[config.mk]
export PLATFORM = sky130hd
export DESIGN_NAME = cat_counter_array
export DESIGN_NICKNAME = d
export VERILOG_FILES = /design/src/common/cat_pkg.sv /design/src/cat_timebase.sv /design/src/cat_channel.sv /design/src/cat_counter_array.sv
export SDC_FILE = /design/constraint.sdc
export NUM_CORES = 1
export LEC_CHECK = 0
export BUFFER_PORTS_ARGS = -buffer_cell sky130_fd_sc_hd__buf_2
export CORE_UTILIZATION = 55
export CTS_BUF_LIST = sky130_fd_sc_hd__clkbuf_4
export CTS_CLUSTER_DIAMETER = 30
export CTS_CLUSTER_SIZE = 8
export DETAILED_ROUTE_END_ITERATION = 7
export PLACE_DENSITY = 0.88
export SYNTH_ARGS = -nofsm -noshare
export SYNTH_HDL_FRONTEND = slang
export SYNTH_SLANG_ARGS = --single-unit
[constraint.sdc]
create_clock -name mclk_i -period 3.1 [get_ports mclk_i]
set_clock_uncertainty 0.1 [all_clocks]
set_input_delay 0.155 -clock mclk_i [delete_from_list [all_inputs] [get_ports mclk_i]]
set_output_delay 0.155 -clock mclk_i [all_outputs]
set_load 0.01 [all_outputs]
[src/common/cat_pkg.sv]
// Shared constants and types for the counter array timebase block
package cat_pkg;

    // ----------------------------------------------------------------
    // Register byte offsets
    // ----------------------------------------------------------------
    localparam logic [7:0] OFF_CNT_LO = 8'h00;
    localparam logic [7:0] OFF_CNT_HI = 8'h04;
    localparam logic [7:0] OFF_MODE = 8'h08;
    localparam logic [7:0] OFF_STATUS = 8'h0c;
    localparam logic [7:0] OFF_MASK = 8'h10;
    localparam logic [7:0] OFF_CYCLEN = 8'h14;
    localparam logic [7:0] OFF_CH_BASE = 8'h20;
    localparam logic [7:0] OFF_CH_STRIDE = 8'h10;
    localparam logic [7:0] OFF_CH_CFG = 8'h00;
    localparam logic [7:0] OFF_CH_LO = 8'h04;
    localparam logic [7:0] OFF_CH_HI = 8'h08;

    // ----------------------------------------------------------------
    // Field positions
    // ----------------------------------------------------------------
    localparam int MODE_TB_LSB = 1;
    localparam int MODE_WDT_BIT = 6;
    localparam int MODE_IDLE_BIT = 7;
    localparam int ST_WRAP = 0;
    localparam int ST_MID = 1;
    localparam int ST_CH0 = 2;
    localparam int NUM_CH = 3;
    localparam int WDT_CH = 2;

    // ----------------------------------------------------------------
    // Reset values
    // ----------------------------------------------------------------
    localparam logic [2:0] TB_RST = 3'h0;
    localparam logic IDLE_RST = 1'b0;
    localparam logic WDT_RST = 1'b1;
    localparam logic [4:0] MASK_RST = 5'h00;
    localparam logic [1:0] CYCLEN_RST = 2'h0;

    // ----------------------------------------------------------------
    // Timebase codes and prescaler counts
    // ----------------------------------------------------------------
    localparam logic [2:0] TB_DIV12 = 3'h0;
    localparam logic [2:0] TB_DIV4 = 3'h1;
    localparam logic [2:0] TB_T0OVF = 3'h2;
    localparam logic [2:0] TB_EXTIN = 3'h3;
    localparam logic [2:0] TB_SYSCLK = 3'h4;
    localparam logic [2:0] TB_EXTOSC = 3'h5;
    localparam logic [2:0] TB_RTC = 3'h6;
    localparam logic [3:0] PRE_LAST = 4'hb;
    localparam logic [1:0] PRE_DIV4_HIT = 2'h3;

    // Channel configuration, low bits of the channel config register
    typedef struct packed {
        logic toggle;
        logic match_en;
        logic cap_neg;
        logic cap_pos;
    } cat_chan_cfg_t;

endpackage : cat_pkg

[src/cat_timebase.sv]
// Counter increment source selection and prescaling
`timescale 1ns/1ps
`default_nettype none
module cat_timebase (
    input wire logic mclk_i,
    input wire logic rst_i,
    input wire logic [2:0] sel_i,
    input wire logic timer0_ovf_i,
    input wire logic ext_count_i,
    input wire logic ext_osc_div8_i,
    input wire logic rtc_osc_div8_i,
    output logic tick_o
);
    logic [3:0] pre;
    logic ext_prev;
    logic [2:0] osc_sync;
    logic [2:0] rtc_sync;
    logic next_tick;

    // Free running divide by twelve prescaler
    always_ff @(posedge mclk_i)
    begin
        if (rst_i || pre == cat_pkg::PRE_LAST)
            pre <= 4'h0;
        else
            pre <= pre + 4'h1;
    end

    // synchronise oscillator sources
    always_ff @(posedge mclk_i)
    begin
        if (rst_i)
        begin
            osc_sync <= 3'h0;
            rtc_sync <= 3'h0;
            ext_prev <= 1'b0;
        end
        else
        begin
            osc_sync <= {osc_sync[1:0], ext_osc_div8_i};
            rtc_sync <= {rtc_sync[1:0], rtc_osc_div8_i};
            ext_prev <= ext_count_i;
        end
    end

    // select increment source
    always_comb
    begin
        case (sel_i)
            cat_pkg::TB_DIV12: next_tick = (pre == cat_pkg::PRE_LAST);
            cat_pkg::TB_DIV4: next_tick = (pre[1:0] == cat_pkg::PRE_DIV4_HIT);
            cat_pkg::TB_T0OVF: next_tick = timer0_ovf_i;
            // falling edge count
            cat_pkg::TB_EXTIN: next_tick = ext_prev & ~ext_count_i;
            cat_pkg::TB_SYSCLK: next_tick = 1'b1;
            cat_pkg::TB_EXTOSC: next_tick = osc_sync[1] & ~osc_sync[2];
            cat_pkg::TB_RTC: next_tick = rtc_sync[1] & ~rtc_sync[2];
            default: next_tick = 1'b0; // Reserved code never counts
        endcase
    end

    // Registered increment pulse
    always_ff @(posedge mclk_i)
    begin
        if (rst_i)
            tick_o <= 1'b0;
        else
            tick_o <= next_tick;
    end
endmodule : cat_timebase
`default_nettype wire

[src/cat_channel.sv]
// One capture/compare channel sharing the array counter
`timescale 1ns/1ps
`default_nettype none
module cat_channel (
    input wire logic mclk_i,
    input wire logic rst_i,
    input wire cat_pkg::cat_chan_cfg_t cfg_i,
    input wire logic [15:0] cnt_i,
    input wire logic [15:0] next_cnt_i,
    input wire logic run_i,
    input wire logic wr_lo_i,
    input wire logic wr_hi_i,
    input wire logic [7:0] wdat_i,
    input wire logic io_i,
    output logic [15:0] cmp_o,
    output logic event_o,
    output logic io_o
);
    logic io_prev;
    logic capture;
    logic match;

    // Edge and match detection
    assign capture = (cfg_i.cap_pos & io_i & ~io_prev)
                   | (cfg_i.cap_neg & ~io_i & io_prev);
    assign match = cfg_i.match_en & run_i & (next_cnt_i == cmp_o);

    // Compare register, software write beats capture
    always_ff @(posedge mclk_i)
    begin
        if (rst_i)
            cmp_o <= 16'h0000;
        else if (wr_lo_i)
            cmp_o[7:0] <= wdat_i;
        else if (wr_hi_i)
            cmp_o[15:8] <= wdat_i;
        else if (capture)
            cmp_o <= cnt_i;
    end

    // Event pulse and toggled pin
    always_ff @(posedge mclk_i)
    begin
        if (rst_i)
        begin
            io_prev <= 1'b0;
            event_o <= 1'b0;
            io_o <= 1'b0;
        end
        else
        begin
            io_prev <= io_i;
            event_o <= capture | match;
            if (match && cfg_i.toggle)
                io_o <= ~io_o;
        end
    end
endmodule : cat_channel
`default_nettype wire

[src/cat_counter_array.sv]
// Counter array timebase: 16-bit counter, flags, channels, Wishbone slave
//
// The implementer's own choices: the register addresses and the Wishbone slave port.
`timescale 1ns/1ps
`default_nettype none
// Behaviour
// Sixteen bit up-counter, readable and writable as low and high bytes.
// Reading low byte snapshots high byte; next high read returns snapshot.
// Byte reads never pause or disturb counting.
// Three bit select picks clock/12, /4, timer0, ext fall, clock, osc/8, rtc/8.
// External count input advances on falling edges, at most clock/4.
// Oscillator and rtc divided sources are synchronised to the clock.
// Rolling from all ones to zero sets the overflow flag.
// Overflow flag requests interrupt only when its enable is set.
// Overflow flag stays set until software clears it.
// With idle suspend clear, counting continues in idle mode.
// With idle suspend set, counter holds during idle mode.
// Intermediate flag sets on overflow out of bit 8 to 11; the code flags the carry out of bit 7 to 10 (into bit 8 to 11).
// Cycle length select 00..11 picks bit 8 through bit 11.
// All five flags set on their trigger regardless of enables.
// Each flag reaches the single interrupt only through its own enable.
// Processor honours interrupt only with global and array enables set.
// Three 16-bit capture/compare channels share counter, each with I/O line.
// Channel 2 starts in watchdog mode after reset; writes restricted then.
module cat_counter_array (
    input wire logic mclk_i,
    input wire logic rst_i,
    input wire logic wb_cyc_i,
    input wire logic wb_stb_i,
    input wire logic wb_we_i,
    input wire logic [7:0] wb_adr_i,
    input wire logic [31:0] wb_dat_i,
    input wire logic [3:0] wb_sel_i,
    output logic wb_ack_o,
    output logic [31:0] wb_dat_o,
    output logic irq_o,
    input wire logic idle_mode_i,
    input wire logic timer0_ovf_i,
    input wire logic external_count_input_i,
    input wire logic ext_osc_div8_i,
    input wire logic rtc_osc_div8_i,
    input wire logic [2:0] channel_io_line_i,
    output logic [2:0] channel_io_line_o,
    output logic [2:0] channel_io_line_oe_n_o,
    output logic wdt_reset_o
);
    // ----------------------------------------------------------------
    // Declarations
    // ----------------------------------------------------------------
    logic [15:0] cnt;
    logic [15:0] next_cnt;
    logic [7:0] snapshot;
    logic [2:0] timebase_select;
    logic idle_suspend;
    logic wdt_enable;
    logic [1:0] cycle_length_select;
    logic [4:0] status;
    logic [4:0] mask;
    logic [4:0] next_status;
    logic [4:0] set_ev;
    logic [4:0] clr_ev;
    logic tick;
    logic run;
    logic access;
    logic wr;
    logic rd_take;
    logic [31:0] next_rdata;
    logic [7:0] wdat;
    logic [2:0] ch_event;
    logic [2:0] ch_wr_lo;
    logic [2:0] ch_wr_hi;
    logic [15:0] ch_cmp [3];
    logic [2:0] ch_pin;
    cat_pkg::cat_chan_cfg_t ch_cfg [3];

    // ----------------------------------------------------------------
    // Helper functions
    // ----------------------------------------------------------------
    // Byte address of a channel register
    function automatic logic [7:0] ch_addr(input int n, input logic [7:0] off);
        ch_addr = cat_pkg::OFF_CH_BASE + off + 8'(n * 16);
    endfunction : ch_addr

    // Low bits that must all be ones for an intermediate overflow
    function automatic logic [15:0] ovf_span(input logic [1:0] sel);
        case (sel)
            2'h0: ovf_span = 16'h00ff;
            2'h1: ovf_span = 16'h01ff;
            2'h2: ovf_span = 16'h03ff;
            default: ovf_span = 16'h07ff;
        endcase
    endfunction : ovf_span

    // ----------------------------------------------------------------
    // Wishbone slave
    // ----------------------------------------------------------------
    // Writes complete on the edge that sees ack high, reads latch data on the edge that raises ack
    assign access = wb_cyc_i & wb_stb_i;
    assign wr = access & wb_ack_o & wb_we_i & wb_sel_i[0];
    assign rd_take = access & ~wb_ack_o & ~wb_we_i;
    assign wdat = wb_dat_i[7:0];

    // Ack one cycle after the request, dropped the cycle after
    always_ff @(posedge mclk_i)
    begin
        if (rst_i)
            wb_ack_o <= 1'b0;
        else
            wb_ack_o <= access & ~wb_ack_o;
    end

    // Read multiplexer, unmapped addresses read zero
    always_comb
    begin
        next_rdata = 32'h0000_0000;
        case (wb_adr_i)
            cat_pkg::OFF_CNT_LO: next_rdata[7:0] = cnt[7:0];
            // high byte from snapshot
            cat_pkg::OFF_CNT_HI: next_rdata[7:0] = snapshot;
            cat_pkg::OFF_MODE:
            begin
                next_rdata[cat_pkg::MODE_TB_LSB +: 3] = timebase_select;
                next_rdata[cat_pkg::MODE_WDT_BIT] = wdt_enable;
                next_rdata[cat_pkg::MODE_IDLE_BIT] = idle_suspend;
            end
            cat_pkg::OFF_STATUS: next_rdata[4:0] = status;
            cat_pkg::OFF_MASK: next_rdata[4:0] = mask;
            cat_pkg::OFF_CYCLEN: next_rdata[1:0] = cycle_length_select;
            default: next_rdata = 32'h0000_0000;
        endcase
        for (int n = 0; n < cat_pkg::NUM_CH; n++)
        begin
            if (wb_adr_i == ch_addr(n, cat_pkg::OFF_CH_CFG))
                next_rdata[3:0] = ch_cfg[n];
            if (wb_adr_i == ch_addr(n, cat_pkg::OFF_CH_LO))
                next_rdata[7:0] = ch_cmp[n][7:0];
            if (wb_adr_i == ch_addr(n, cat_pkg::OFF_CH_HI))
                next_rdata[7:0] = ch_cmp[n][15:8];
        end
    end

    // Read data register, loaded as ack rises
    always_ff @(posedge mclk_i)
    begin
        if (rst_i)
            wb_dat_o <= 32'h0000_0000;
        else if (rd_take)
            wb_dat_o <= next_rdata;
    end

    // latch high byte on low read
    always_ff @(posedge mclk_i)
    begin
        if (rst_i)
            snapshot <= 8'h00;
        else if (rd_take && wb_adr_i == cat_pkg::OFF_CNT_LO)
            snapshot <= cnt[15:8];
    end

    // ----------------------------------------------------------------
    // Control registers
    // ----------------------------------------------------------------
    // Mode register
    always_ff @(posedge mclk_i)
    begin
        if (rst_i)
        begin
            timebase_select <= cat_pkg::TB_RST;
            idle_suspend <= cat_pkg::IDLE_RST;
            // watchdog on after reset
            wdt_enable <= cat_pkg::WDT_RST;
        end
        else if (wr && wb_adr_i == cat_pkg::OFF_MODE)
        begin
            wdt_enable <= wdat[cat_pkg::MODE_WDT_BIT];
            // mode locked by watchdog
            if (!wdt_enable)
            begin
                timebase_select <= wdat[cat_pkg::MODE_TB_LSB +: 3];
                idle_suspend <= wdat[cat_pkg::MODE_IDLE_BIT];
            end
        end
    end

    // Mask and cycle length registers
    always_ff @(posedge mclk_i)
    begin
        if (rst_i)
        begin
            mask <= cat_pkg::MASK_RST;
            cycle_length_select <= cat_pkg::CYCLEN_RST;
        end
        else if (wr)
        begin
            if (wb_adr_i == cat_pkg::OFF_MASK)
                mask <= wdat[4:0];
            if (wb_adr_i == cat_pkg::OFF_CYCLEN)
                cycle_length_select <= wdat[1:0];
        end
    end

    // Channel configuration registers, channel 2 locked by watchdog
    always_ff @(posedge mclk_i)
    begin
        if (rst_i)
        begin
            for (int n = 0; n < cat_pkg::NUM_CH; n++)
                ch_cfg[n] <= '0;
        end
        else
        begin
            for (int n = 0; n < cat_pkg::NUM_CH; n++)
            begin
                // restrict watchdog channel
                if (wr && wb_adr_i == ch_addr(n, cat_pkg::OFF_CH_CFG)
                    && !(wdt_enable && n == cat_pkg::WDT_CH))
                    ch_cfg[n] <= wdat[3:0];
            end
        end
    end

    // ----------------------------------------------------------------
    // Counter
    // ----------------------------------------------------------------
    cat_timebase u_timebase (
        .mclk_i(mclk_i),
        .rst_i(rst_i),
        .sel_i(timebase_select),
        .timer0_ovf_i(timer0_ovf_i),
        .ext_count_i(external_count_input_i),
        .ext_osc_div8_i(ext_osc_div8_i),
        .rtc_osc_div8_i(rtc_osc_div8_i),
        .tick_o(tick)
    );

    // idle only stops when suspend set
    // hold count in idle
    assign run = tick & ~(idle_suspend & idle_mode_i);
    assign next_cnt = cnt + 16'h0001;

    // byte writable up-counter
    // reads never touch the count
    always_ff @(posedge mclk_i)
    begin
        if (rst_i)
            cnt <= 16'h0000;
        else if (wr && wb_adr_i == cat_pkg::OFF_CNT_LO)
            cnt[7:0] <= wdat;
        else if (wr && wb_adr_i == cat_pkg::OFF_CNT_HI)
            cnt[15:8] <= wdat;
        else if (run)
            cnt <= next_cnt;
    end

    // ----------------------------------------------------------------
    // Capture/compare channels
    // ----------------------------------------------------------------
    // three channels on one counter
    generate
        for (genvar g = 0; g < cat_pkg::NUM_CH; g++)
        begin : g_ch
            assign ch_wr_lo[g] = wr && wb_adr_i == ch_addr(g, cat_pkg::OFF_CH_LO);
            assign ch_wr_hi[g] = wr && wb_adr_i == ch_addr(g, cat_pkg::OFF_CH_HI);
            cat_channel u_ch (
                .mclk_i(mclk_i),
                .rst_i(rst_i),
                .cfg_i(ch_cfg[g]),
                .cnt_i(cnt),
                .next_cnt_i(next_cnt),
                .run_i(run),
                .wr_lo_i(ch_wr_lo[g]),
                .wr_hi_i(ch_wr_hi[g]),
                .wdat_i(wdat),
                .io_i(channel_io_line_i[g]),
                .cmp_o(ch_cmp[g]),
                .event_o(ch_event[g]),
                .io_o(ch_pin[g])
            );
        end
    endgenerate

    // Pin outputs, enable low while a channel toggles its line
    always_ff @(posedge mclk_i)
    begin
        if (rst_i)
        begin
            channel_io_line_o <= 3'h0;
            channel_io_line_oe_n_o <= 3'h7;
        end
        else
        begin
            channel_io_line_o <= ch_pin;
            for (int n = 0; n < cat_pkg::NUM_CH; n++)
                channel_io_line_oe_n_o[n] <= ~ch_cfg[n].toggle;
        end
    end

    // Watchdog reset when counter high byte reaches channel 2 high byte
    always_ff @(posedge mclk_i)
    begin
        if (rst_i)
            wdt_reset_o <= 1'b0;
        else
            wdt_reset_o <= wdt_enable & run
                         & (next_cnt[15:8] == ch_cmp[cat_pkg::WDT_CH][15:8]);
    end

    // ----------------------------------------------------------------
    // Event flags and interrupt
    // ----------------------------------------------------------------
    // overflow on roll to zero
    // intermediate overflow
    // bit chosen by cycle length
    // flags set regardless of enable
    always_comb
    begin
        set_ev = 5'h00;
        set_ev[cat_pkg::ST_WRAP] = run & (cnt == 16'hffff);
        set_ev[cat_pkg::ST_MID] = run
            & ((cnt & ovf_span(cycle_length_select)) == ovf_span(cycle_length_select));
        set_ev[cat_pkg::ST_CH0 +: 3] = ch_event;
        clr_ev = (wr && wb_adr_i == cat_pkg::OFF_STATUS) ? wdat[4:0] : 5'h00;
        next_status = (status & ~clr_ev) | set_ev;
    end

    // sticky until software clear
    always_ff @(posedge mclk_i)
    begin
        if (rst_i)
            status <= 5'h00;
        else
            status <= next_status;
    end

    // overflow gated by its enable
    // per flag enable into one line
    always_ff @(posedge mclk_i)
    begin
        if (rst_i)
            irq_o <= 1'b0;
        else
            irq_o <= |(status & mask);
    end
endmodule : cat_counter_array
`default_nettype wire

## Word-level counts from Yosys, hierarchy flattened

Memories as Yosys holds them, arrays and structs flattened.
Index checks and enable logic that the tools add are counted.

- Bits of input ports: 57
- Output and inout port bits: 41
- Word-level logic and storage cells: 233
- Flip-flop bits (word level): 127
- Memories kept: 1
- Memory bits (writable): 12

- Bitwise logic cells: 70
- Reductions and logical operators: 43
- Multiplexer cells: 48
- Add/subtract/negate cells: 2
- Equality and inequality tests: 34

Memories:

| name | depth | bits a word | rd ports | clocked after memory_dff | wr ports | line | RTL |
|---|---|---|---|---|---|---|---|
| ch_cfg | 3 | 4 | 3 | 0 | 3 | cat_counter_array.sv:74 | `cat_pkg::cat_chan_cfg_t ch_cfg [3];` |

Operators by type and width:

| operator | number |
|---|---|
| two-way mux 8 bit | 18 |
| equality test 16 bit | 4 |
| two-way mux 16 bit | 4 |
| equality test 8 x 6 -> 1 bit (second input constant) | 6 |
| AND 1 bit | 33 |
| one-hot mux 11 bit (3 select lines) | 1 |
| equality test 8 x 7 -> 1 bit (second input constant) | 3 |
| two-way mux 4 bit | 6 |
| NOT 1 bit | 23 |
| AND reduction 2 bit | 11 |
| logical AND 1 bit | 18 |
| adder 16 x 1 -> 16 bit (second input constant) | 1 |
| AND 16 bit | 1 |
| equality test 16 bit (second input constant) | 1 |
| equality test 8 x 4 -> 1 bit (second input constant) | 2 |
| equality test 8 x 5 -> 1 bit (second input constant) | 2 |
| nonzero test 2 bit | 8 |
| two-way mux 1 bit | 11 |
| AND 5 bit | 2 |
| one-hot mux 2 bit (5 select lines) | 1 |
| equality test 3 bit (second input constant) | 3 |
| OR 1 bit | 9 |
| equality test 8 x 3 -> 1 bit (second input constant) | 1 |
| equality test 8 bit | 1 |
| other kinds (23) | 27 |

## Depth between registers and ports, before layout

- Word-level depth: 11
- Depth in mapped cells: 10

## Modules after synthesis

Synthesis repeated with hierarchy kept, for this count alone.

- Cell total of the unflattened synthesis: 960
- Area total of the unflattened synthesis: 8185.4 um^2

Modules (own cells, without submodules):

| module | cells an instance | area an instance (um^2) | sequential area each (um^2) | times used |
|---|---|---|---|---|
| cat_counter_array | 591 | 4613.2 | 1521.5 | 1 |
| cat_channel | 108 | 1043.5 | 380.4 | 3 |
| cat_timebase | 45 | 441.7 | 240.2 | 1 |

## Worst setup path before layout

OpenSTA, ideal clock, no wires.

- Kind: reg2reg
- Start: reg cnt[0]
- End: reg g_ch[0].u_ch.io_o
- Data required time: 2.930 ns
- Stages on the path, launching flop included: 10
- Buffers on the path: 1
- Path slack: 0.161 ns
- Period minus slack after synthesis: 2.939 ns
- Library setup time: 0.070 ns
- Arrival: 2.768 ns
- Path through: dfxtp_1 ha_1 buf_2 nand4_2 or4_1 a32oi_1 nand4_1 or4b_4 or4_1 a21oi_1

- Longest elaborated chain between the ends: 4

RTL lines:

| item | line | RTL |
|---|---|---|
| from (decl) | cat_counter_array.sv:50 | `logic [15:0] cnt;` |
| from (signal assigned) | cat_counter_array.sv:248 | `cnt[7:0] <= wdat;` |
| from (signal assigned) | cat_counter_array.sv:252 | `cnt <= next_cnt;` |
| adder 16 x 1 -> 16 bit | cat_counter_array.sv:239 | `assign next_cnt = cnt + 16'h0001;` |
| equality test 16 bit | cat_channel.sv:26 | `assign match = cfg_i.match_en & run_i & (next_cnt_i == cmp_o);` |
| AND 1 bit | cat_channel.sv:26 |  |
| logical AND 1 bit | cat_channel.sv:54 | `if (match && cfg_i.toggle)` |
| to (signal assigned) | cat_channel.sv:55 | `io_o <= ~io_o;` |
| to (decl) | cat_channel.sv:17 | `output logic io_o` |

Every way passes these cells.
A chain may end at the register's enable or synchronous reset.

## Final worst setup path

- Start: reg cnt[2]
- End: reg g_ch[2].u_ch.io_o

- Longest elaborated chain between the ends: 4

RTL lines:

| item | line |
|---|---|
| adder 16 x 1 -> 16 bit | cat_counter_array.sv:239 |
| equality test 16 bit | cat_channel.sv:26 |
| AND 1 bit | cat_channel.sv:26 |
| logical AND 1 bit | cat_channel.sv:54 |
| to (signal assigned) | cat_channel.sv:55 |
| to (decl) | cat_channel.sv:17 |

Every way passes these cells.

==> summary.txt <==
Global route
  • Grt total ovfl: 0
  • First-pass GRT wire length: about 47,000 um
  • Tot GR Track Use: roughly two fifths
  • Vias in the first global route: around 8,400
  • Largest net degree at the start of global routing: 87
  • Initial antenna violation count: 1

Detailed routing
  • Avg WL per Cell: roughly 23 um
  • Via-to-Cell Ratio: around 6.7
  • First-pass detailed-route iteration total: 8
  • Remaining antenna violation count: 0
  • Via count: roughly 9,000
  • Wirelength, routed: roughly 30,000 um
  • DRC: 5
  • Initial DRC Count: 1,321

CTS
  • Clk sinks: approximately 140
  • Clock root cell: clkbuf_4
  • CTS Buf Count: 17
  • H-tree Lvls: 4
  • Clock slew at reported path FFs: roughly 0.14 ns
  • Skew-Pair Late Insertion Delay: about 0.60 ns
  • CTS tree: built
  • Max Root-Sink Buffers: 2

Yosys
  • Seq cells post-synth: between 100 and 150
  • Synth Instances: 1,070
  • Post-synth cell types: 78
  • Predominant post-synthesis flop cell: dfxtp_1
  • Post-synthesis sequential area ratio: between 30% and 40%
  • Post-Syn Area per Cell: between 7 and 8 um2
  • Mapped Area: 0.00847 mm2
  • Yosys warns: 0
  • Asr flop ratio synth: 0%
  • Post-synth EDFFs: 12

Critical path
  • CP Class: reg -> reg
  • Worst path slowest cell: or4_1
  • Startpoint Class: register
  • Critical path fanouts, max: 14
  • Critical path buffers and inverters: 1
  • CP endpoint kind: register
  • Crit-path cells: buf_4 > nand3_1 > xor2_1 > xor2_1 > o211ai_1 > or4_1 > or4_1 > a21oi_1
  • Slowest stage delay, CP: 0.57 ns
  • WP data required: between 3 and 4 ns
  • CP top delay family: simple AND/OR/NAND/NOR gates
  • Arrival time of the worst setup path: approximately 3.5 ns

Floorplan
  • Die ar.: about 0.016 mm2
  • Die width: around 130 um
  • Row Count: 44
  • I/O pins: just under 100
  • Die Ht: 126 um
  • Initial Utilization: a little under three fifths
  • Core area: ~0.015 mm2

STA
  • Final setup TNS: 0 ns
  • Period utilization: between 90% and 100%
  • Fin Hold WS: ~0.038 ns
  • Fmax achieved: 332 MHz
  • Relative slew slack: between 30% and 40%
  • Actual slew at the worst max-slew pin: 0.940 ns
  • Slew Limit Fails: 0
  • Final min period: between 3 and 4 ns
  • Final setup vio count: 0
  • Final Hold Viols: 0
  • RSZ-0062 raised after global routing: false

Outcome
  • Failing checks: DRC
  • Status: finished, violations left

Power and ir drop
  • Design Power: 0.00352 W
  • Peak VDD IR: between 0.2 and 0.25 mV
  • Leakage: roughly 3.5 nW
  • Pwr/cell area: around 370 mW/mm2

Place
  • Port Buffers: 46
  • DP HPWL: about 21,000 um
  • RePlAce Congestion: ~1

Worst hold path
  • Hold crit path type: in -> reg

Cells and area
  • Filler instances: around 1,300
  • Layout cells sized above 1: 16.1%
  • Layout Nets: around 1,200
  • P&R area growth vs syn: 12.7%
  • Final Util: 64.7%

Job
  • Max_cap viols: 0
[final timing paths]
| kind | from | to | slack (ns) | cells past startpoint |
|---|---|---|---|---|
| setup / recovery | cnt[2]$_SDFFE_PP0P_ | g_ch[2].u_ch.io_o$_SDFFE_PP0P_ | 0.09 | 8 |
| hold / removal | rst_i | u_timebase.pre[2]$_SDFF_PP0_ | 0.04 | 2 |
| setup reg to reg | cnt[2]$_SDFFE_PP0P_ | g_ch[2].u_ch.io_o$_SDFFE_PP0P_ | 0.09 | 8 |
| hold reg to reg | g_ch[0].u_ch.event_o$_SDFF_PP0_ | status[2]$_SDFF_PP0_ | 0.34 | 2 |
[timing repair]
item | in CTS | in global routing
buffers inserted | 0 | 1
resized for setup | 0 | 4
hold endpoints to repair | 84 | 0
setup endpoints to repair | 0 | 3
hold buffers | 20 | 0
[per-stage QoR]
stage | instance area [um2] | setup slack, ns | std cells
after global placement | 9010 | 0.160 | 1282
after floorplan | 8550 | 0.161 | 1093
after global routing | 9540 | 0.00797 | 1336
after CTS | 9520 | 0.0848 | 1334
after detailed placement | 9010 | 0.117 | 1282
final | 9540 | 0.0850 | 1336
[synth_stat cells (4+ instances only)]
library cell | number | area [um2]
a211oi_1 | 34 | 255
a21oi_1 | 59 | 295
a221oi_1 | 8 | 70.1
a22o_1 | 4 | 35.0
a22oi_1 | 12 | 90.1
a311oi_1 | 34 | 298
a31oi_1 | 9 | 56.3
a32oi_1 | 6 | 52.6
and2_1 | 5 | 31.3
and3_1 | 11 | 68.8
and4_1 | 5 | 43.8
buf_2 | 12 | 60.1
buf_4 | 28 | 210
clkbuf_1 | 71 | 267
dfxtp_1 | 127 | 2540
edfxtp_1 | 12 | 360
inv_1 | 24 | 90.1
mux2i_1 | 26 | 260
nand2_1 | 116 | 435
nand2b_1 | 11 | 68.8
nand3_1 | 59 | 295
nand3b_1 | 5 | 37.5
nand4_1 | 17 | 106
nor2_1 | 110 | 413
nor2b_1 | 21 | 131
nor3_1 | 19 | 95.1
nor3b_1 | 4 | 30.0
nor4_1 | 13 | 81.3
nor4b_1 | 4 | 35.0
o211ai_1 | 4 | 30.0
o21ai_0 | 42 | 210
o221ai_1 | 4 | 35.0
o22ai_1 | 9 | 56.3
o31ai_1 | 11 | 82.6
or2_2 | 5 | 31.3
or3_1 | 4 | 25.0
or4_1 | 10 | 75.1
xnor2_1 | 29 | 254
xor2_1 | 22 | 193
[cells by family after synthesis]
group	synth area share, %
simple gates	25.9
compound gates	21.9
buf+inv	7.91
flops	34.3
xor+xnor	6.27
mux	3.34
fa+ha+maj	0.296
other cells	0.0443
[power breakdown]
part | switching, W | leakage, nW | internal, W
clock | 0.000797 | 0.164 | 0.000508
sequential | 0.0000496 | 1.16 | 0.00185
combinational | 0.000202 | 2.18 | 0.000114
total | 0.00105 | 3.50 | 0.00247
[final cells by class]
type | instances | area [um2] | area share (%)
multi-input combinational | 814 | 5000 | 52.5
clock inverter | 15 | 176 | 1.85
timing repair buffer | 142 | 1000 | 10.5
tap | 184 | 230 | 2.41
clock buffer | 17 | 128 | 1.34
inverter | 24 | 90.1 | 0.944
sequential | 139 | 2900 | 30.4
antenna | 1 | 2.50 | 0.0262
[metal layers]
| metal | global-route usage [%] | share of wire, % | vias up |
|---|---|---|---|
| met1 | 50.2 | 38 | 4124 |
| met5 | 0 | 0 | - |
| li1 | - | - | 3994 |
| met2 | 59.4 | 44 | 701 |
| met4 | 20.9 | 5.6 | 0 |
| met3 | 10.3 | 13 | 159 |
[layout by cell type, fill, tap and decap left out, drive strengths merged, types with 21 or more instances in the layout]
cell	synthesis	layout
dfxtp	127	127
buf	44	122
nand2	116	116
nor2	111	111
nand3	60	60
a21oi	59	59
o21ai	42	42
a311oi	34	34
a211oi	34	34
inv	24	32
xnor2	30	30
mux2i	26	26
conb	1	24
xor2	22	22
nor2b	21	21
nand4	21	21
[worst register-to-register path: cells and delay by family, from the launching register on]
family / cells / cell delay (ns)
and+or+nand+nor: 3 / 1.26
xor gates and xnor gates: 2 / 0.59
DFF: 1 / 0.46
buffers and inverters: 1 / 0.29
AOI/OAI and AO/OA: 2 / 0.26
[sequential cells by signal, indices dropped and copies added (netlist names), 2 cells and up]
signal                  count
ch_cfg                     12
channel_io_line_o           3
channel_io_line_oe_n_o      3
cnt                        16
cycle_length_select         2
g_ch.u_ch.cmp_o            48
g_ch.u_ch.event_o           3
g_ch.u_ch.io_o              3
g_ch.u_ch.io_prev           3
mask                        5
snapshot                    8
status                      5
timebase_select             3
u_timebase.osc_sync         3
u_timebase.pre              4
u_timebase.rtc_sync         3
wb_dat_o                    8
(Power assumes the default switching activity.)
